## config.mk

```make
export PLATFORM = sky130hd
export DESIGN_NAME = fcp_pin_control
export DESIGN_NICKNAME = d
export VERILOG_FILES = /design/src/rtl/fcp_pkg.sv /design/src/rtl/fcp_sync2.sv /design/src/rtl/fcp_pin_control.sv
export SDC_FILE = /design/constraint.sdc
export NUM_CORES = 1
export LEC_CHECK = 0
export BUFFER_PORTS_ARGS = -buffer_cell sky130_fd_sc_hd__buf_4
export CAP_MARGIN = 15
export CORE_AREA = 2 2 124 126
export DETAILED_ROUTE_END_ITERATION = 16
export DIE_AREA = 0 0 126 128
export GPL_TIMING_DRIVEN = 0
export PLACE_DENSITY_LB_ADDON = 0.08
export SYNTH_ARGS = -nofsm -noshare
export SYNTH_HDL_FRONTEND = slang
export SYNTH_HIERARCHICAL = 1
export SYNTH_SLANG_ARGS = --single-unit
```

## constraint.sdc

```tcl
create_clock -name clk_sys -period 2.1 [get_ports clk_sys]
set_clock_uncertainty 0.1 [all_clocks]
set_input_delay 0.105 -clock clk_sys [delete_from_list [all_inputs] [get_ports clk_sys]]
set_output_delay 0.105 -clock clk_sys [all_outputs]
set_load 0.01 [all_outputs]
```

## src/rtl/fcp_pkg.sv

```systemverilog
// Package of register map, field positions and carriers for the feature connector pin control
package fcp_pkg;

   // ***************************************************************
   // Register map, word aligned byte offsets
   // ***************************************************************
   localparam logic [7:0] SEQ_EXT_CTRL_B_OFFSET = 8'h00;
   localparam logic [7:0] SEQ_EXT_CTRL_D_OFFSET = 8'h04;
   localparam logic [7:0] PIN_MODE_OFFSET = 8'h08;
   localparam logic [7:0] OUTPUT_VALUE_OFFSET = 8'h0C;
   localparam logic [7:0] PIN_STATUS_OFFSET = 8'h10;
   localparam logic [7:0] CAPTURE_DATA_OFFSET = 8'h14;

   // ***************************************************************
   // Field positions and reset values
   // ***************************************************************
   localparam int CAPTURE_ENABLE_BIT = 1;
   localparam int FEATURE_ENABLE_BIT = 0;
   localparam int GENERAL_OUTPUT_MODE_BIT = 1;
   localparam logic [1:0] PIN_MODE_FEATURE = 2'h0;
   localparam logic [7:0] SEQ_EXT_CTRL_B_RESET = 8'h00;
   localparam logic [7:0] SEQ_EXT_CTRL_D_RESET = 8'h00;
   localparam logic [7:0] PIN_MODE_RESET = 8'h00;
   localparam logic [7:0] OUTPUT_VALUE_RESET = 8'h00;
   localparam logic [1:0] STRAP_SETTLE_COUNT = 2'h2;
   localparam int PIXEL_WIDTH = 16;

   // ***************************************************************
   // Carriers
   // ***************************************************************
   typedef struct packed {
      logic hsync;
      logic vsync;
      logic blankN;
   } fcp_sync_type;

   typedef struct packed {
      logic externalSync;
      logic externalVideo;
      logic externalPixclk;
   } fcp_select_type;

endpackage : fcp_pkg

```

## src/rtl/fcp_sync2.sv

```systemverilog
// Two flip-flop synchroniser for pin inputs
module fcp_sync2 #(
   parameter int WIDTH = 1
) (
   // Clock and reset
   input wire logic clk_sys,
   input wire logic reset_n,
   // Data
   input wire logic [WIDTH-1:0] asyncIn,
   output logic [WIDTH-1:0] syncOut
);

   logic [WIDTH-1:0] stage1_reg;

   // First stage is read only by the second stage
   always_ff @(posedge clk_sys or negedge reset_n) begin
      if (!reset_n) begin
         stage1_reg <= '0;
         syncOut <= '0;
      end else begin
         stage1_reg <= asyncIn;
         syncOut <= stage1_reg;
      end
   end

endmodule : fcp_sync2

```

## src/rtl/fcp_pin_control.sv

```systemverilog
// Feature connector pin direction, function and register control
module fcp_pin_control (
   // Clock and reset
   input wire logic clk_sys,
   input wire logic reset_n,
   // Wishbone slave
   input wire logic wb_cyc_i,
   input wire logic wb_stb_i,
   input wire logic wb_we_i,
   input wire logic [7:0] wb_adr_i,
   input wire logic [3:0] wb_sel_i,
   input wire logic [31:0] wb_dat_i,
   output logic [31:0] wb_dat_o,
   output logic wb_ack_o,
   // Select and strap pins
   input wire logic external_sync_select,
   input wire logic external_video_select,
   input wire logic external_pixclk_select,
   input wire logic clock_bypass_strap,
   input wire logic dac_power_down_n,
   // Internal video source, same clock
   input wire fcp_pkg::fcp_sync_type intSync,
   input wire logic [15:0] intPixel,
   input wire logic intPixelClock,
   // Sync and blank pins
   input wire fcp_pkg::fcp_sync_type syncPinIn,
   output fcp_pkg::fcp_sync_type syncPinOut,
   output fcp_pkg::fcp_sync_type syncPinOe,
   // Pixel line pins
   input wire logic [15:0] pixel_lines_in,
   output logic [15:0] pixel_lines_out,
   output logic [15:0] pixel_lines_oe,
   // Pixel clock pin and capture clock pin
   input wire logic pixel_clock_pin_in,
   output logic pixel_clock_pin_out,
   output logic pixel_clock_pin_oe,
   input wire logic capture_pixel_clock_in,
   // Shared feature enable / general output 0 pin
   input wire logic feature_enable_n_in,
   output logic feature_enable_n_out,
   output logic feature_enable_n_oe,
   // Shared strobe / general output 1 pin
   output logic general_output_pin1,
   // To the video back end
   output fcp_pkg::fcp_sync_type extSync,
   output logic videoOutputOn,
   output logic dacAnalogOn,
   output logic [15:0] capturedPixel,
   output logic capturedValid,
   output logic testPixelClock,
   output logic memClockBypassOn,
   output logic memClockBypass,
   output logic dotClockBypass
);

   // ***************************************************************
   // Pin synchronisers
   // ***************************************************************
   logic [26:0] pinRaw;
   logic [26:0] pinSync;
   fcp_pkg::fcp_select_type selSync;
   fcp_pkg::fcp_sync_type syncInSync;
   logic [15:0] pixelInSync;
   logic pixclkInSync;
   logic captureClkSync;
   logic strapSync;
   logic featPinSync;
   logic powerDownNSync;

   assign pinRaw = {external_sync_select, external_video_select, external_pixclk_select,
                    syncPinIn, pixel_lines_in, pixel_clock_pin_in, capture_pixel_clock_in,
                    clock_bypass_strap, feature_enable_n_in, dac_power_down_n};

   fcp_sync2 #(
      .WIDTH(27)
   ) u_pin_sync (
      .clk_sys(clk_sys),
      .reset_n(reset_n),
      .asyncIn(pinRaw),
      .syncOut(pinSync)
   );

   // Unpack the synchronised pins
   assign selSync = pinSync[26:24];
   assign syncInSync = pinSync[23:21];
   assign pixelInSync = pinSync[20:5];
   assign pixclkInSync = pinSync[4];
   assign captureClkSync = pinSync[3];
   assign strapSync = pinSync[2];
   assign featPinSync = pinSync[1];
   assign powerDownNSync = pinSync[0];

   // ***************************************************************
   // Register file
   // ***************************************************************
   logic [7:0] seqExtCtrlB_reg;
   logic [7:0] seqExtCtrlD_reg;
   logic [7:0] pinMode_reg;
   logic [7:0] outputValue_reg;
   logic [15:0] captured_reg;
   logic strap_reg;
   logic strapDone_reg;
   logic [1:0] strapCount_reg;
   logic [1:0] strapCount_next;

   function automatic logic [7:0] fcp_merge(input logic [7:0] oldValue,
                                            input logic [7:0] newValue,
                                            input logic laneOn);
      fcp_merge = laneOn ? newValue : oldValue;
   endfunction : fcp_merge

   // Bus decode
   logic busRequest;
   logic writeStrobe;
   logic hitCtrlB;
   logic hitCtrlD;
   logic hitPinMode;
   logic hitOutputValue;
   logic hitStatus;
   logic hitCapture;
   logic [31:0] readData;
   logic [31:0] statusWord;

   assign busRequest = wb_cyc_i & wb_stb_i & ~wb_ack_o;
   assign writeStrobe = busRequest & wb_we_i;
   assign hitCtrlB = (wb_adr_i == fcp_pkg::SEQ_EXT_CTRL_B_OFFSET);
   assign hitCtrlD = (wb_adr_i == fcp_pkg::SEQ_EXT_CTRL_D_OFFSET);
   assign hitPinMode = (wb_adr_i == fcp_pkg::PIN_MODE_OFFSET);
   assign hitOutputValue = (wb_adr_i == fcp_pkg::OUTPUT_VALUE_OFFSET);
   assign hitStatus = (wb_adr_i == fcp_pkg::PIN_STATUS_OFFSET);
   assign hitCapture = (wb_adr_i == fcp_pkg::CAPTURE_DATA_OFFSET);

   // Status shows the live select levels, the caught strap and the pin states
   assign statusWord = {24'h0000_00, 1'b0, strapDone_reg, strap_reg, powerDownNSync,
                        selSync, featPinSync};

   // Read selection; unmapped addresses read as zero
   assign readData = hitCtrlB ? {24'h0000_00, seqExtCtrlB_reg} :
                     hitCtrlD ? {24'h0000_00, seqExtCtrlD_reg} :
                     hitPinMode ? {24'h0000_00, pinMode_reg} :
                     hitOutputValue ? {24'h0000_00, outputValue_reg} :
                     hitStatus ? statusWord :
                     hitCapture ? {16'h0000, captured_reg} : 32'h0000_0000;

   // Every request is answered one cycle later, mapped or not
   always_ff @(posedge clk_sys or negedge reset_n) begin
      if (!reset_n) begin
         wb_ack_o <= 1'b0;
         wb_dat_o <= 32'h0000_0000;
      end else begin
         wb_ack_o <= busRequest;
         wb_dat_o <= (busRequest & ~wb_we_i) ? readData : 32'h0000_0000;
      end
   end

   // Control registers take byte lane 0 only; upper lanes hold nothing
   always_ff @(posedge clk_sys or negedge reset_n) begin
      if (!reset_n) begin
         seqExtCtrlB_reg <= fcp_pkg::SEQ_EXT_CTRL_B_RESET;
         seqExtCtrlD_reg <= fcp_pkg::SEQ_EXT_CTRL_D_RESET;
         pinMode_reg <= fcp_pkg::PIN_MODE_RESET;
         outputValue_reg <= fcp_pkg::OUTPUT_VALUE_RESET;
      end else if (writeStrobe) begin
         if (hitCtrlB) seqExtCtrlB_reg <= fcp_merge(seqExtCtrlB_reg, wb_dat_i[7:0], wb_sel_i[0]);
         if (hitCtrlD) seqExtCtrlD_reg <= fcp_merge(seqExtCtrlD_reg, wb_dat_i[7:0], wb_sel_i[0]);
         if (hitPinMode) pinMode_reg <= fcp_merge(pinMode_reg, wb_dat_i[7:0], wb_sel_i[0]);
         if (hitOutputValue) begin
            outputValue_reg <= fcp_merge(outputValue_reg, wb_dat_i[7:0], wb_sel_i[0]);
         end
      end
   end

   // ***************************************************************
   // Power-on strap capture
   // ***************************************************************
   // The strap is caught once, after the synchroniser has filled, so a
   // level still settling at reset release is never taken.
   assign strapCount_next = strapDone_reg ? strapCount_reg : strapCount_reg + 2'h1;

   always_ff @(posedge clk_sys or negedge reset_n) begin
      if (!reset_n) begin
         strapCount_reg <= 2'h0;
         strapDone_reg <= 1'b0;
         strap_reg <= 1'b1;
      end else begin
         strapCount_reg <= strapCount_next;
         if (!strapDone_reg && strapCount_reg == fcp_pkg::STRAP_SETTLE_COUNT) begin
            strapDone_reg <= 1'b1;
            strap_reg <= strapSync;
         end
      end
   end

   // ***************************************************************
   // Mode decode
   // ***************************************************************
   logic featureOn;
   logic bypassOn;
   logic generalOutMode;
   logic featureMode;
   logic captureOn;

   assign featureOn = seqExtCtrlD_reg[fcp_pkg::FEATURE_ENABLE_BIT];
   assign bypassOn = strapDone_reg & ~strap_reg;
   assign generalOutMode = pinMode_reg[fcp_pkg::GENERAL_OUTPUT_MODE_BIT];
   assign featureMode = (pinMode_reg[1:0] == fcp_pkg::PIN_MODE_FEATURE);
   assign captureOn = seqExtCtrlB_reg[fcp_pkg::CAPTURE_ENABLE_BIT] & ~selSync.externalVideo;

   // ***************************************************************
   // Sync, blank, pixel and pixel clock pin drivers
   // ***************************************************************
   // Output enables only follow the select pins while the connector is
   // enabled; an input pin keeps its driver off so it never fights.
   logic syncDrive;
   logic videoDrive;
   logic pixclkDrive;

   assign syncDrive = selSync.externalSync & featureOn;
   assign videoDrive = selSync.externalVideo & featureOn;
   assign pixclkDrive = selSync.externalPixclk & featureOn;

   always_ff @(posedge clk_sys or negedge reset_n) begin
      if (!reset_n) begin
         syncPinOut <= '0;
         syncPinOe <= '0;
         pixel_lines_out <= 16'h0000;
         pixel_lines_oe <= 16'h0000;
         pixel_clock_pin_out <= 1'b0;
         pixel_clock_pin_oe <= 1'b0;
      end else begin
         syncPinOut <= syncDrive ? intSync : '0;
         syncPinOe <= {3{syncDrive}};
         pixel_lines_out <= videoDrive ? intPixel : 16'h0000;
         pixel_lines_oe <= {16{videoDrive}};
         pixel_clock_pin_out <= pixclkDrive & intPixelClock;
         pixel_clock_pin_oe <= pixclkDrive;
      end
   end

   // Incoming syncs and the test pixel clock reach the back end only as inputs
   always_ff @(posedge clk_sys or negedge reset_n) begin
      if (!reset_n) begin
         extSync <= 3'b001;
         testPixelClock <= 1'b0;
      end else begin
         extSync <= selSync.externalSync ? 3'b001 : syncInSync;
         testPixelClock <= ~selSync.externalPixclk & pixclkInSync;
      end
   end

   // ***************************************************************
   // Video and analog output gating
   // ***************************************************************
   // A low blank from the connector only counts while blank is an input
   logic blankKill;
   logic powerDownActive;

   assign blankKill = ~selSync.externalSync & ~syncInSync.blankN;
   assign powerDownActive = ~bypassOn & ~powerDownNSync;

   always_ff @(posedge clk_sys or negedge reset_n) begin
      if (!reset_n) begin
         videoOutputOn <= 1'b0;
         dacAnalogOn <= 1'b0;
         dotClockBypass <= 1'b0;
      end else begin
         videoOutputOn <= ~blankKill & ~powerDownActive;
         dacAnalogOn <= ~powerDownActive;
         dotClockBypass <= bypassOn & powerDownNSync;
      end
   end

   // ***************************************************************
   // Pixel capture on the capture clock
   // ***************************************************************
   // The capture clock is oversampled, so it must run well below a
   // quarter of the system clock; faster capture needs a real clock domain.
   logic captureClkLast_reg;
   logic captureEdge;

   assign captureEdge = captureClkSync & ~captureClkLast_reg;

   always_ff @(posedge clk_sys or negedge reset_n) begin
      if (!reset_n) begin
         captureClkLast_reg <= 1'b0;
         captured_reg <= 16'h0000;
         capturedValid <= 1'b0;
      end else begin
         captureClkLast_reg <= captureClkSync;
         capturedValid <= captureEdge & captureOn & featureOn;
         if (captureEdge && captureOn && featureOn) begin
            captured_reg <= pixelInSync;
         end
      end
   end

   assign capturedPixel = captured_reg;

   // ***************************************************************
   // Shared feature enable and general output pins
   // ***************************************************************
   // With the bypass strap the feature pin turns into a clock input, so
   // its driver stays off regardless of the pin mode.
   logic featurePinValue;
   logic strobeFire;

   assign featurePinValue = generalOutMode ? outputValue_reg[0] :
                            ~(featureOn & featureMode);
   assign strobeFire = writeStrobe & hitOutputValue;

   always_ff @(posedge clk_sys or negedge reset_n) begin
      if (!reset_n) begin
         feature_enable_n_out <= 1'b1;
         feature_enable_n_oe <= 1'b0;
         memClockBypassOn <= 1'b0;
         memClockBypass <= 1'b0;
      end else begin
         feature_enable_n_out <= bypassOn ? 1'b1 : featurePinValue;
         feature_enable_n_oe <= strapDone_reg & ~bypassOn;
         memClockBypassOn <= bypassOn;
         memClockBypass <= bypassOn & featPinSync;
      end
   end

   // Pin 1 carries output bit 1, or a one-cycle strobe per value write
   always_ff @(posedge clk_sys or negedge reset_n) begin
      if (!reset_n) begin
         general_output_pin1 <= 1'b0;
      end else if (generalOutMode) begin
         general_output_pin1 <= outputValue_reg[1];
      end else begin
         general_output_pin1 <= strobeFire;
      end
   end

endmodule : fcp_pin_control

```

**Word level (Yosys, flattened, before mapping)**

Cells that the tools add are included.

- Bits in registers: 160
- Bits of input ports: 96
- Output and inout bits: 102
- Word-level logic and storage cells: 99

- $add $sub $neg: 1
- Equal/unequal tests: 6
- Muxes and demuxes: 13
- Bitwise gates (word level): 35
- Reductions and logical operators: 10

Operators with widths:

| operator | count |
|---|---|
| two-way mux 16 bit | 8 |
| bitwise AND 1 bit | 22 |
| == test 8 x 4 -> 1 bit (second input constant) | 2 |
| == test 8 x 5 -> 1 bit (second input constant) | 2 |
| NOT 1 bit | 13 |
| AND reduction 3 bit | 4 |
| == test 8 x 3 -> 1 bit (second input constant) | 1 |
| zero test 8 bit | 1 |
| two-way mux 3 bit | 2 |
| logical AND 1 bit | 3 |
| two-way mux 1 bit | 3 |
| adder 2 x 1 -> 2 bit (second input constant) | 1 |
| == test 2 bit (second input constant) | 1 |
| zero test 2 bit | 1 |
| zero test 1 bit | 1 |

**Depth between registers and ports, before layout**

Gate-level depths: netlist of run 1.

- Word-level depth: 8
- Mapped depth: 7
- Depth with buffers taken out: 4

**Cells and area by module**

Netlist of run 1, hierarchy kept.

Modules (own cells, without submodules):

| module | instances | cells an instance | area each (um2) |
|---|---|---|---|
| fcp_pin_control | 1 | 357 | 4496.8 |
| fcp_sync2 | 1 | 54 | 1351.3 |

**Worst setup path before layout of run 1**

Ideal clock, no wire load.

- Path kind: reg-to-reg
- Start: reg wb_ack_o
- End: reg outputValue_reg[0]
- Setup time: 0.125 ns
- Data arrival time: 1.608 ns
- Required time: 1.875 ns
- Setup slack: 0.267 ns
- Cell stages (with the launch flop): 5
- Path buffers: 0
- Period minus slack after synthesis: 1.833 ns
- Path through: dfrtp_1 -> nand3b_1 -> nor4_4 -> nand4_2 -> mux2_2

- Word-level cells in the longest chain between the ends: 4

Ends and longest elaborated chain:

| what | RTL line | text |
|---|---|---|
| start: declaration | fcp_pin_control.sv:14 | `output logic wb_ack_o,` |
| start signal: assignment | fcp_pin_control.sv:151 | `wb_ack_o <= busRequest;` |
| NOT 1 bit | fcp_pin_control.sv:124 | `assign busRequest = wb_cyc_i & wb_stb_i & ~wb_ack_o;` |
| bitwise AND 1 bit | fcp_pin_control.sv:124 |  |
| bitwise AND 1 bit | fcp_pin_control.sv:125 | `assign writeStrobe = busRequest & wb_we_i;` |
| AND reduction 3 bit (no line) | n/a |  |
| end signal: assignment | fcp_pin_control.sv:162 | `outputValue_reg <= fcp_pkg::OUTPUT_VALUE_RESET;` |
| end signal: assignment | fcp_pin_control.sv:168 | `outputValue_reg <= fcp_merge(outputValue_reg, wb_dat_i[7:0], wb_sel_i[0]);` |
| end: declaration | fcp_pin_control.sv:99 | `logic [7:0] outputValue_reg;` |

No other way between the ends.
A chain may end at the register's enable or synchronous reset.

**Worst setup path after layout of run 1**

- Start: reg wb_ack_o
- End: reg pinMode_reg[1]

- Word-level cells in the longest chain between the ends: 4

Ends and longest elaborated chain:

| what | RTL line | text |
|---|---|---|
| NOT 1 bit | fcp_pin_control.sv:124 |  |
| bitwise AND 1 bit | fcp_pin_control.sv:124 |  |
| bitwise AND 1 bit | fcp_pin_control.sv:125 |  |
| AND reduction 3 bit (no line) | n/a |  |
| end signal: assignment | fcp_pin_control.sv:161 | `pinMode_reg <= fcp_pkg::PIN_MODE_RESET;` |
| end signal: assignment | fcp_pin_control.sv:166 | `if (hitPinMode) pinMode_reg <= fcp_merge(pinMode_reg, wb_dat_i[7:0], wb_sel_i[0]);` |
| end: declaration | fcp_pin_control.sv:98 | `logic [7:0] pinMode_reg;` |

No other way between the ends.

==> impl_metrics.prom, run 1 <==
# TYPE chip_impl_metric gauge
chip_impl_info{name="status",value="finished, violations left"} 1
chip_impl_info{name="failed_checks",value="setup timing"} 1
chip_impl_metric{name="detailroute.via_count",unit=""} 4005
chip_impl_metric{name="synth.distinct_cells",unit=""} 35
chip_impl_metric{name="clock_latency",unit="ps"} 420
chip_impl_metric{name="cellLeakagePower",unit="nW"} 4.423
chip_impl_metric{name="setup_total_negative_slack",unit="ps"} -6.052
chip_impl_metric{name="worst-r2r-setup-slack",unit="ps"} -6
chip_impl_metric{name="timing_hold_violations_final",unit=""} 0
chip_impl_metric{name="worstHoldPathCells",unit=""} 3
chip_impl_metric{name="grt_pass1_wl",unit="µm"} 20970
chip_impl_info{name="crit_path_end_kind",value="register"} 1
chip_impl_metric{name="yosysWarnings",unit=""} 6
chip_impl_metric{name="synth_area",unit="µm²"} 5848
chip_impl_metric{name="insertedDiodeCount",unit=""} 0
chip_impl_info{name="most_instantiated_library_cell_after_synthesis",value="dfrtp_1"} 1
chip_impl_metric{name="nNetsFinal",unit=""} 762
chip_impl_metric{name="clock-sinks",unit=""} 160
chip_impl_info{name="critical-path-slowest-cell",value="mux2_2"} 1
chip_impl_metric{name="first_pass_iters",unit=""} 4
chip_impl_metric{name="grt_antenna_before_repair",unit=""} 0
chip_impl_metric{name="cts_max_path_buffers",unit=""} 2
chip_impl_metric{name="r2r_cells",unit=""} 5
chip_impl_info{name="timing.setup.critical_path_class",value="register to register"} 1
chip_impl_metric{name="fin_cells",unit=""} 864
chip_impl_metric{name="achievable-frequency",unit="GHz"} 0.4748
chip_impl_metric{name="starting_density_of_the_core",unit="%"} 39.34
chip_impl_info{name="crit-reg2reg-capture",value="pinMode_reg[1]"} 1
chip_impl_metric{name="global_route.usage.total",unit="%"} 17.23
chip_impl_metric{name="synth_largest_type_area_fraction",unit="%"} 67.18
chip_impl_metric{name="clk_pin_slew",unit="ps"} 60
chip_impl_info{name="hp-start",value="wb_we_i"} 1
chip_impl_metric{name="via_per_inst",unit=""} 4.635
chip_impl_metric{name="core",unit="µm²"} 14860
chip_impl_info{name="cell_chain_critical_path",value="nand3b_1 -> nor4_4 -> buf_6 -> nand4_2 -> mux2_2"} 1
chip_impl_metric{name="post-place-cells",unit=""} 767
chip_impl_metric{name="worstPathRequired",unit="ps"} 2300
chip_impl_metric{name="overflow",unit=""} 0
chip_impl_metric{name="report.power.total",unit="mW"} 6.568
chip_impl_info{name="critical_path.startpoint_type",value="register"} 1
chip_impl_metric{name="setup_violations",unit=""} 1
chip_impl_metric{name="drv.max_cap_violation_count",unit=""} 0
chip_impl_metric{name="worst_slew_pin_slew",unit="ps"} 955.2
chip_impl_info{name="list_of_most_frequent_post_synthesis_cells",value="157 x dfrtp_1, 50 x mux2_2, 33 x buf_4"} 1
chip_impl_metric{name="worst-endpoint-arrival",unit="ps"} 2310
chip_impl_metric{name="max_slew_violation_count",unit=""} 0
chip_impl_metric{name="postSynthRegisterBits",unit=""} 160
chip_impl_metric{name="crit_path_max_incr_delay",unit="ps"} 410
chip_impl_info{name="hold_end",value="general_output_pin1"} 1
chip_impl_metric{name="die_y",unit="µm"} 128
chip_impl_info{name="synth_area_leader_cell",value="dfrtp_1"} 1
chip_impl_metric{name="power_density",unit="nW/µm²"} 766.9
chip_impl_metric{name="ratio_of_cells_with_drive_above_1_in_the_final_layout",unit="%"} 42.46
chip_impl_metric{name="synth-seq-area-share",unit="%"} 68.53
chip_impl_metric{name="placer_congestion",unit=""} 0.8103
chip_impl_metric{name="max_slew_headroom",unit="%"} 35.83
chip_impl_metric{name="post-route-worst-setup-slack",unit="ps"} -6.052
chip_impl_metric{name="asyncSetResetFlopFracSynth",unit="%"} 100.0
chip_impl_info{name="biggest_area_contributors_in_the_synthesized_netlist",value="dfrtp_1 67%, mux2_2 9.6%, buf_4 4.2%"} 1
chip_impl_metric{name="numPortBuffers",unit=""} 152
chip_impl_metric{name="synth_enable_flop_cells",unit=""} 0
chip_impl_metric{name="ioPinCount",unit=""} 198
chip_impl_metric{name="routed_wire_length_per_instance",unit="µm"} 15.58
chip_impl_metric{name="std_cell_rows",unit=""} 45
chip_impl_metric{name="detailedPlacementHpwl",unit="µm"} 8835
chip_impl_metric{name="critPathMaxFanout",unit=""} 8
chip_impl_metric{name="postPlaceCellArea",unit="µm²"} 7312
chip_impl_metric{name="drt_iter0_markers",unit=""} 176
chip_impl_info{name="rsz_0062_raised_after_global_routing",value="yes"} 1
chip_impl_metric{name="die-area",unit="µm²"} 16130
chip_impl_metric{name="place_worst_setup_slack",unit="ps"} -342.4
chip_impl_metric{name="cts_buf_count",unit=""} 17
chip_impl_metric{name="layout.cell_area.non_filler",unit="µm²"} 8564
chip_impl_metric{name="post_synth.cell_area_avg",unit="µm²"} 14.23
chip_impl_metric{name="ant_nets",unit=""} 0
chip_impl_metric{name="irDropWorstVdd",unit="µV"} 576.2
chip_impl_info{name="regToRegStartpoint",value="wb_ack_o"} 1
chip_impl_metric{name="synthToLayoutAreaGrowth",unit="%"} 46.45
chip_impl_info{name="worstHoldPathType",value="input pin to register"} 1
chip_impl_metric{name="die_w",unit="µm"} 126
chip_impl_info{name="tritoncts",value="built"} 1
chip_impl_metric{name="synthesis.instances",unit=""} 411
chip_impl_metric{name="detail_route.drc_violations",unit=""} 0
chip_impl_metric{name="timing.final.crit_share",unit="%"} 100.3
chip_impl_metric{name="final.min_clock_period",unit="ps"} 2106
chip_impl_info{name="root_buffer",value="clkbuf_16"} 1
chip_impl_info{name="synth_flop_cell",value="dfrtp_1"} 1
chip_impl_metric{name="htreeDepth",unit=""} 4
chip_impl_metric{name="route.final.wire_length",unit="µm"} 13460
chip_impl_metric{name="grt_pass1_vias",unit=""} 4092
chip_impl_metric{name="grt_start_max_net_pins",unit=""} 99
-- placed cells by master, fill, tap and decap left out, drive strengths merged, types with 4 or more instances in the layout --
cell type	synthesis	routed
conb	1	16
o21ai	10	10
nand4	5	5
o2bb2ai	5	5
a221oi	4	4
or2	5	5
nor2b	17	17
buf	33	193
o22ai	11	11
and2	16	16
a21oi	8	8
clkinvlp	0	4
nand2	7	7
dfrtp	157	157
mux2	50	50
inv	9	10
nor2	9	9
and3	25	25
dlygate4sd3	0	60
clkbuf	16	36
-- timing repair --
action / in CTS / in global routing
setup endpoints to repair: 52 / 40
hold endpoints to repair: 151 / 0
resized for setup: 2 / 5
hold buffers: 60 / 0
gates cloned: 0 / 0
setup buffers: 1 / 6
pin swaps: 1 / 1
-- logic make-up after synthesis --
kind of cell | Yosys count | synth area share, %
DFF | 160 | 68.53
and+or+nand+nor | 95 | 10.27
buffers and inverters | 58 | 5.841
muxes | 53 | 10.36
AOI/OAI and AO/OA | 42 | 4.579
adders and majority gates | 1 | 0.2139
other | 1 | 0.06412
xor gates and xnor gates | 1 | 0.1498
-- power breakdown --
group | switching [mW] | total (mW) | internal [mW]
logic | 0.206 | 0.440 | 0.235
registers | 0.0251 | 3.18 | 3.16
clock network | 1.18 | 2.95 | 1.76
-- area by class of cell --
type	count	area, µm²
fill	1213	6300
buffer	49	309.0
sequential	160	4008
multi-input combinational	208	1585
tap	188	235.2
inverter	9	33.78
clock inverter	10	113.9
timing repair buffer	220	1833
clock buffer	20	446.7
-- worst max-delay path by stage --
stage,endpoint,slack [ps],start,cells after the start
2_1_floorplan,outputValue_reg[0],270,wb_ack_o,4
3_3_place_gp,wb_dat_o[10],-320,wb_adr_i[1],5
3_5_place_dp,wb_dat_o[11],-340,wb_adr_i[1],5
4_1_cts,seqExtCtrlD_reg[2],-90,wb_ack_o,4
5_1_grt,outputValue_reg[4],-70,wb_ack_o,5
6_report,pinMode_reg[1],-6,wb_ack_o,5
-- critical path: cells and delay by family (launching register included) --
family	cells	cell delay [ps]
mux	1	410
simple gates	3	920
flops	1	370
buf+inv	1	160
-- metal layers --
metal  share of wire, %  global-route usage (%)  routed length, µm
met1                 42                   20.93               5677
met2                 48                   28.15               6514
met3                6.6                   4.800                888
met4                2.8                   9.114                376
met5                  0                       0                  0
-- metrics by stage --
stage          hold WS, ps  utilization (%)
3_5_place_dp         19.51            49.19
3_3_place_gp         114.5            48.98
2_1_floorplan       -290.6                -
5_1_grt              119.3            57.62
4_1_cts              28.78            57.12
6_report             91.09            57.62
(Power assumes the default switching activity.)
==> run 2, diff against run 1 <==
- CORE_AREA: 2 2 124 126 -> 2 2 89 176
- DIE_AREA: 0 0 126 128 -> 0 0 91 178
- SLEW_MARGIN: default -> 25
==> run 2 against run 1 <==
Non-clock buffer count grew 1. Sequential share of layout area is 0.38 points lower. Largest power group unchanged. Sequential power hardly changed. Critical path type unchanged. First-iteration DRC count fell by 2.3%. Maximum frequency fell by 0.93%. The run still ends with setup timing left. Cell area grew 0.82%. Power is 3.3% higher. Setup slack got worse by 20 ps. Clock power increased by 6.8%. Sequential cell count unchanged. Core utilization grew 0.65 points.
==> impl_metrics.prom, run 2 (synthesized netlist as in run 1, its figures left out) <==
# TYPE chip_impl_metric gauge
chip_impl_metric{name="die_y",unit="µm"} 178
chip_impl_info{name="timing.setup.critical_path_class",value="register to register"} 1
chip_impl_metric{name="grt_antenna_before_repair",unit=""} 0
chip_impl_metric{name="detail_route.drc_violations",unit=""} 0
chip_impl_metric{name="timing.final.crit_share",unit="%"} 101.2
chip_impl_metric{name="fin_cells",unit=""} 874
chip_impl_metric{name="place_worst_setup_slack",unit="ps"} -277.3
chip_impl_metric{name="std_cell_rows",unit=""} 63
chip_impl_info{name="crit_path_end_kind",value="register"} 1
chip_impl_info{name="mostFrequentLayoutCells",value="190 x buf_4, 157 x dfrtp_1, 61 x dlygate4sd3_1"} 1
chip_impl_metric{name="detailedPlacementHpwl",unit="µm"} 9597
chip_impl_metric{name="synthToLayoutAreaGrowth",unit="%"} 47.65
chip_impl_metric{name="worst-endpoint-arrival",unit="ps"} 2330
chip_impl_metric{name="clock-sinks",unit=""} 160
chip_impl_metric{name="core",unit="µm²"} 14820
chip_impl_metric{name="crit_path_max_incr_delay",unit="ps"} 410
chip_impl_info{name="rsz_0062_raised_after_global_routing",value="yes"} 1
chip_impl_metric{name="layout.cell_area.non_filler",unit="µm²"} 8635
chip_impl_metric{name="worstPathRequired",unit="ps"} 2310
chip_impl_info{name="cell_chain_critical_path",value="nand3b_1 -> nor4_4 -> buf_4 -> nand4_2 -> mux2_2"} 1
chip_impl_metric{name="cts_buf_count",unit=""} 17
chip_impl_info{name="worstHoldPathType",value="input pin to register"} 1
chip_impl_metric{name="htreeDepth",unit=""} 4
chip_impl_metric{name="critPathMaxFanout",unit=""} 8
chip_impl_metric{name="global_route.usage.total",unit="%"} 18.13
chip_impl_metric{name="routed_wire_length_per_instance",unit="µm"} 16.00
chip_impl_metric{name="power_density",unit="nW/µm²"} 785.7
chip_impl_info{name="root_buffer",value="clkbuf_16"} 1
chip_impl_info{name="layout_commonest_cell",value="buf_4"} 1
chip_impl_metric{name="numPortBuffers",unit=""} 152
chip_impl_metric{name="die-area",unit="µm²"} 16200
chip_impl_info{name="critical-path-slowest-cell",value="mux2_2"} 1
chip_impl_metric{name="achievable-frequency",unit="GHz"} 0.4704
chip_impl_metric{name="first_pass_iters",unit=""} 4
chip_impl_metric{name="cellLeakagePower",unit="nW"} 4.470
chip_impl_metric{name="final.min_clock_period",unit="ps"} 2126
chip_impl_metric{name="route.final.wire_length",unit="µm"} 13980
chip_impl_metric{name="grt_pass1_vias",unit=""} 4297
chip_impl_metric{name="cts_max_path_buffers",unit=""} 2
chip_impl_metric{name="clock_latency",unit="ps"} 420
chip_impl_metric{name="grt_start_max_net_pins",unit=""} 96
chip_impl_metric{name="hold_slack",unit="ps"} 53.27
chip_impl_metric{name="via_per_inst",unit=""} 4.578
chip_impl_metric{name="post-place-cells",unit=""} 775
chip_impl_metric{name="drt_iter0_markers",unit=""} 172
chip_impl_metric{name="irDropWorstVdd",unit="µV"} 595.2
chip_impl_metric{name="nNetsFinal",unit=""} 763
chip_impl_metric{name="detailroute.via_count",unit=""} 4001
chip_impl_info{name="failed_checks",value="setup timing"} 1
chip_impl_metric{name="postPlaceCellArea",unit="µm²"} 7352
chip_impl_metric{name="ant_nets",unit=""} 0
chip_impl_metric{name="overflow",unit=""} 0
chip_impl_info{name="status",value="finished, violations left"} 1
chip_impl_metric{name="timing_hold_violations_final",unit=""} 0
chip_impl_metric{name="placer_congestion",unit=""} 0.8163
chip_impl_metric{name="ratio_of_cells_with_drive_above_1_in_the_final_layout",unit="%"} 42.56
chip_impl_metric{name="setup_total_negative_slack",unit="ps"} -243.4
chip_impl_info{name="tritoncts",value="built"} 1
chip_impl_metric{name="worst_slew_pin_slew",unit="ps"} 931.6
chip_impl_metric{name="drv.max_cap_violation_count",unit=""} 0
chip_impl_metric{name="post-route-worst-setup-slack",unit="ps"} -25.91
chip_impl_metric{name="starting_density_of_the_core",unit="%"} 39.46
chip_impl_metric{name="setup_violations",unit=""} 17
chip_impl_metric{name="ioPinCount",unit=""} 198
chip_impl_metric{name="insertedDiodeCount",unit=""} 0
chip_impl_metric{name="max_slew_headroom",unit="%"} 37.42
chip_impl_info{name="critical_path.startpoint_type",value="register"} 1
chip_impl_metric{name="die_w",unit="µm"} 91
chip_impl_metric{name="max_slew_violation_count",unit=""} 0
chip_impl_metric{name="grt_pass1_wl",unit="µm"} 22380
chip_impl_metric{name="clk_pin_slew",unit="ps"} 60
==> run 2: path summary, 6_finish.rpt <==
path | cells past startpoint | to | from | slack, ps
max reg2reg | 5 | pinMode_reg[1] | wb_ack_o | -30
min | 3 | general_output_pin1 | wb_we_i | 50
max in group asynchronous | 4 | seqExtCtrlB_reg[6] | reset_n | 1050
min reg2reg | 0 | u_pin_sync/syncOut[22] | u_pin_sync/stage1_reg[22] | 240
min in group asynchronous | 3 | testPixelClock | reset_n | 170
max | 5 | pinMode_reg[1] | wb_ack_o | -30
==> run 2: through the flow <==
step | total power [mW] | util, %
after floorplan | 3.354 | -
after global placement | 3.571 | 49.19
after detailed placement | 3.596 | 49.61
after CTS | 6.867 | 57.93
after global routing | 7.066 | 58.27
final | 6.784 | 58.27
==> run 2: metal layers <==
layer	vias to the layer above	track usage, %	wire length, µm
li1	1866	-	-
met5	-	0	0
met4	0	8.144	359
met3	20	4.605	755
met2	160	33.43	7750
met1	1955	19.25	5117
==> run 2: layout make-up <==
type	instances	area, µm²
multi-input cells	208	1577
plain buffers	49	309.0
fillers	1204	6185
repair buffers	221	1859
clock buffers	20	446.7
clock inverters	12	157.7
flip-flops and latches	160	4008
well taps	195	244.0
inverters	9	33.78
==> run 2: power by group <==
part           switching (mW)  total (mW)  internal [mW]
Sequential             0.0257        3.18           3.16
Clock                    1.25        3.15           1.91
Combinational           0.207       0.450          0.243
==> run 2: what timing repair did <==
| action | CTS | global route |
|---|---|---|
| hold endpoints to repair | 184 | 0 |
| setup endpoints to repair | 49 | 35 |
| hold buffers | 61 | 0 |
| pin swaps | 1 | 3 |
| setup buffers | 1 | 5 |
| gates resized for setup | 2 | 2 |
==> run 2: critical path: cells and delay by family (launching register included) <==
family,cells,cell delay [ps]
and+or+nand+nor,3,940
buffers and inverters,1,180
DFF,1,370
muxes,1,410
==> run 3, diff against run 2 <==
- CORE_AREA: 2 2 89 176 -> 2 2 80 158
- DIE_AREA: 0 0 91 178 -> 0 0 82 160
==> run 3 against run 2 <==
The run now ends clean. Power decreased by 0.67%. Cell area decreased by 1.0%. Global-route usage increased by 3.7 points. Clock power decreased by 1%. Final cell count decreased by 6.1%. Core utilization increased by 13 points. Sequential power about the same. Via count about the same. Largest cell class unchanged. Highest routed layer unchanged.
==> impl_metrics.prom, run 3 (synthesized netlist as in run 1, its figures left out) <==
# TYPE chip_impl_metric gauge
chip_impl_info{name="timing.setup.critical_path_class",value="register to register"} 1
chip_impl_metric{name="synthToLayoutAreaGrowth",unit="%"} 46.15
chip_impl_metric{name="max_slew_headroom",unit="%"} 37.90
chip_impl_metric{name="drv.max_cap_violation_count",unit=""} 0
chip_impl_metric{name="setup_total_negative_slack",unit="ps"} 0
chip_impl_metric{name="cts_buf_count",unit=""} 17
chip_impl_info{name="critical_path.startpoint_type",value="register"} 1
chip_impl_metric{name="fillCellCount",unit=""} 843
chip_impl_metric{name="detailedPlacementHpwl",unit="µm"} 8870
chip_impl_metric{name="cellLeakagePower",unit="nW"} 4.410
chip_impl_info{name="layout_commonest_cell",value="buf_4"} 1
chip_impl_metric{name="irDropWorstVdd",unit="µV"} 763.3
chip_impl_metric{name="worst-endpoint-arrival",unit="ps"} 2240
chip_impl_metric{name="power_density",unit="nW/µm²"} 788.5
chip_impl_metric{name="timing_hold_violations_final",unit=""} 0
chip_impl_metric{name="die_w",unit="µm"} 82
chip_impl_info{name="root_buffer",value="clkbuf_16"} 1
chip_impl_metric{name="htreeDepth",unit=""} 4
chip_impl_metric{name="clock-sinks",unit=""} 160
chip_impl_metric{name="grt_start_max_net_pins",unit=""} 85
chip_impl_metric{name="nNetsFinal",unit=""} 758
chip_impl_info{name="worstHoldPathType",value="input pin to register"} 1
chip_impl_metric{name="overflow",unit=""} 0
chip_impl_metric{name="ant_nets",unit=""} 0
chip_impl_metric{name="ioPinCount",unit=""} 198
chip_impl_metric{name="report.power.total",unit="mW"} 6.739
chip_impl_metric{name="numPortBuffers",unit=""} 152
chip_impl_metric{name="setup_violations",unit=""} 0
chip_impl_metric{name="grt_antenna_before_repair",unit=""} 0
chip_impl_metric{name="die_y",unit="µm"} 160
chip_impl_metric{name="clock_latency",unit="ps"} 410
chip_impl_metric{name="route.final.wire_length",unit="µm"} 13530
chip_impl_metric{name="grt_pass1_wl",unit="µm"} 21260
chip_impl_info{name="crit_path_end_kind",value="register"} 1
chip_impl_metric{name="die-area",unit="µm²"} 13120
chip_impl_metric{name="worst_slew_pin_slew",unit="ps"} 924.4
chip_impl_metric{name="worstPathRequired",unit="ps"} 2290
chip_impl_info{name="mostFrequentLayoutCells",value="186 x buf_4, 157 x dfrtp_1, 59 x dlygate4sd3_1"} 1
chip_impl_metric{name="achievable-frequency",unit="GHz"} 0.4882
chip_impl_metric{name="first_pass_iters",unit=""} 4
chip_impl_metric{name="global_route.usage.total",unit="%"} 21.86
chip_impl_info{name="tritoncts",value="built"} 1
chip_impl_metric{name="core",unit="µm²"} 11980
chip_impl_metric{name="routed_wire_length_per_instance",unit="µm"} 16.48
chip_impl_metric{name="clk_pin_slew",unit="ps"} 60
chip_impl_metric{name="placer_congestion",unit=""} 0.8213
chip_impl_metric{name="starting_density_of_the_core",unit="%"} 48.81
chip_impl_metric{name="max_slew_violation_count",unit=""} 0
chip_impl_metric{name="ratio_of_cells_with_drive_above_1_in_the_final_layout",unit="%"} 42.43
chip_impl_metric{name="timing.final.crit_share",unit="%"} 97.53
chip_impl_metric{name="detailroute.via_count",unit=""} 4002
chip_impl_metric{name="insertedDiodeCount",unit=""} 0
chip_impl_metric{name="cts_max_path_buffers",unit=""} 2
chip_impl_metric{name="grt_pass1_vias",unit=""} 4132
chip_impl_metric{name="via_per_inst",unit=""} 4.875
chip_impl_metric{name="drt_iter0_markers",unit=""} 194
chip_impl_metric{name="critPathMaxFanout",unit=""} 8
chip_impl_info{name="status",value="finished clean"} 1
chip_impl_metric{name="std_cell_rows",unit=""} 57
chip_impl_metric{name="detail_route.drc_violations",unit=""} 0
chip_impl_metric{name="final.min_clock_period",unit="ps"} 2048
[run 3: cell types whose count changed in the layout (fill, tap and decap cells not counted), sizes merged]
cell         before  now
inv              11   13
dlygate4sd3      61   59
clkinv            4    2
clkinvlp          3    2
clkbuf           36   37
buf             193  190
[run 3: repair_timing]
| action | CTS | global route |
|---|---|---|
| hold buffers | 59 | 0 |
| resized for setup | 1 | 9 |
| endpoints found under the hold margin | 165 | 0 |
| pin swaps | 1 | 2 |
| setup buffers | 1 | 3 |
| endpoints found under the setup margin | 25 | 44 |
[run 3: worst max-delay path: stages (launching register included)]
cell and delay [ps]:
dfrtp_1 370, nand3b_1 250, nor4_4 320, buf_6 180, buf_6 110, nand4_4 220
mux2_4 390
[run 3: area by class of cell]
| cell class | count | area, µm² | area share, % |
|---|---|---|---|
| Multi-Input combinational cell | 208 | 1604 | 18.77 |
| Sequential cell | 160 | 4008 | 46.89 |
| Tap cell | 147 | 183.9 | 2.152 |
| Buffer | 49 | 309.0 | 3.616 |
| Clock inverter | 11 | 153.9 | 1.801 |
| Timing Repair Buffer | 216 | 1804 | 21.11 |
| Clock buffer | 21 | 450.4 | 5.270 |
| Inverter | 9 | 33.78 | 0.3953 |
[run 3: final timing paths]
path | start | end | slack (ps) | cells past startpoint
worst max-delay path | wb_ack_o | pinMode_reg[0] | 50 | 6
worst min-delay path | wb_adr_i[4] | wb_dat_o[1] | 80 | 3
worst max register to register | wb_ack_o | pinMode_reg[0] | 50 | 6
worst min register to register | u_pin_sync/stage1_reg[14] | u_pin_sync/syncOut[14] | 240 | 0
max in group asynchronous | reset_n | extSync[0] | 950 | 3
min in group asynchronous | reset_n | pixel_lines_out[3] | 150 | 2
[run 3: layer usage]
layer	routed length (µm)	GRT usage (%)	up-vias	part of all wire, %
met1	5229	27.31	1994	39
met3	575	4.859	20	4.3
met4	281	7.879	0	2.1
li1	-	-	1858	-
met5	0	0	-	0
met2	7439	36.62	130	55
[run 3: stage by stage]
step | util [%] | hold slack, ps | instance area, µm² | setup slack (ps) | std cells
6_report | 71.33 | 77.55 | 8547 | 51.78 | 821
5_1_grt | 71.33 | 94.45 | 8547 | -38.64 | 821
4_1_cts | 70.68 | 8.388 | 8468 | -34.86 | 818
3_5_place_dp | 60.63 | 5.144 | 7264 | -252.1 | 726
3_3_place_gp | 60.34 | 114.3 | 7229 | -208.0 | 725
2_1_floorplan | - | -290.6 | 5904 | 267.3 | 426
[run 3: where the power goes]
part	total [mW]	internal [mW]	switching (mW)
registers	3.18	3.16	0.0255
clock network	3.11	1.92	1.19
logic	0.446	0.236	0.211
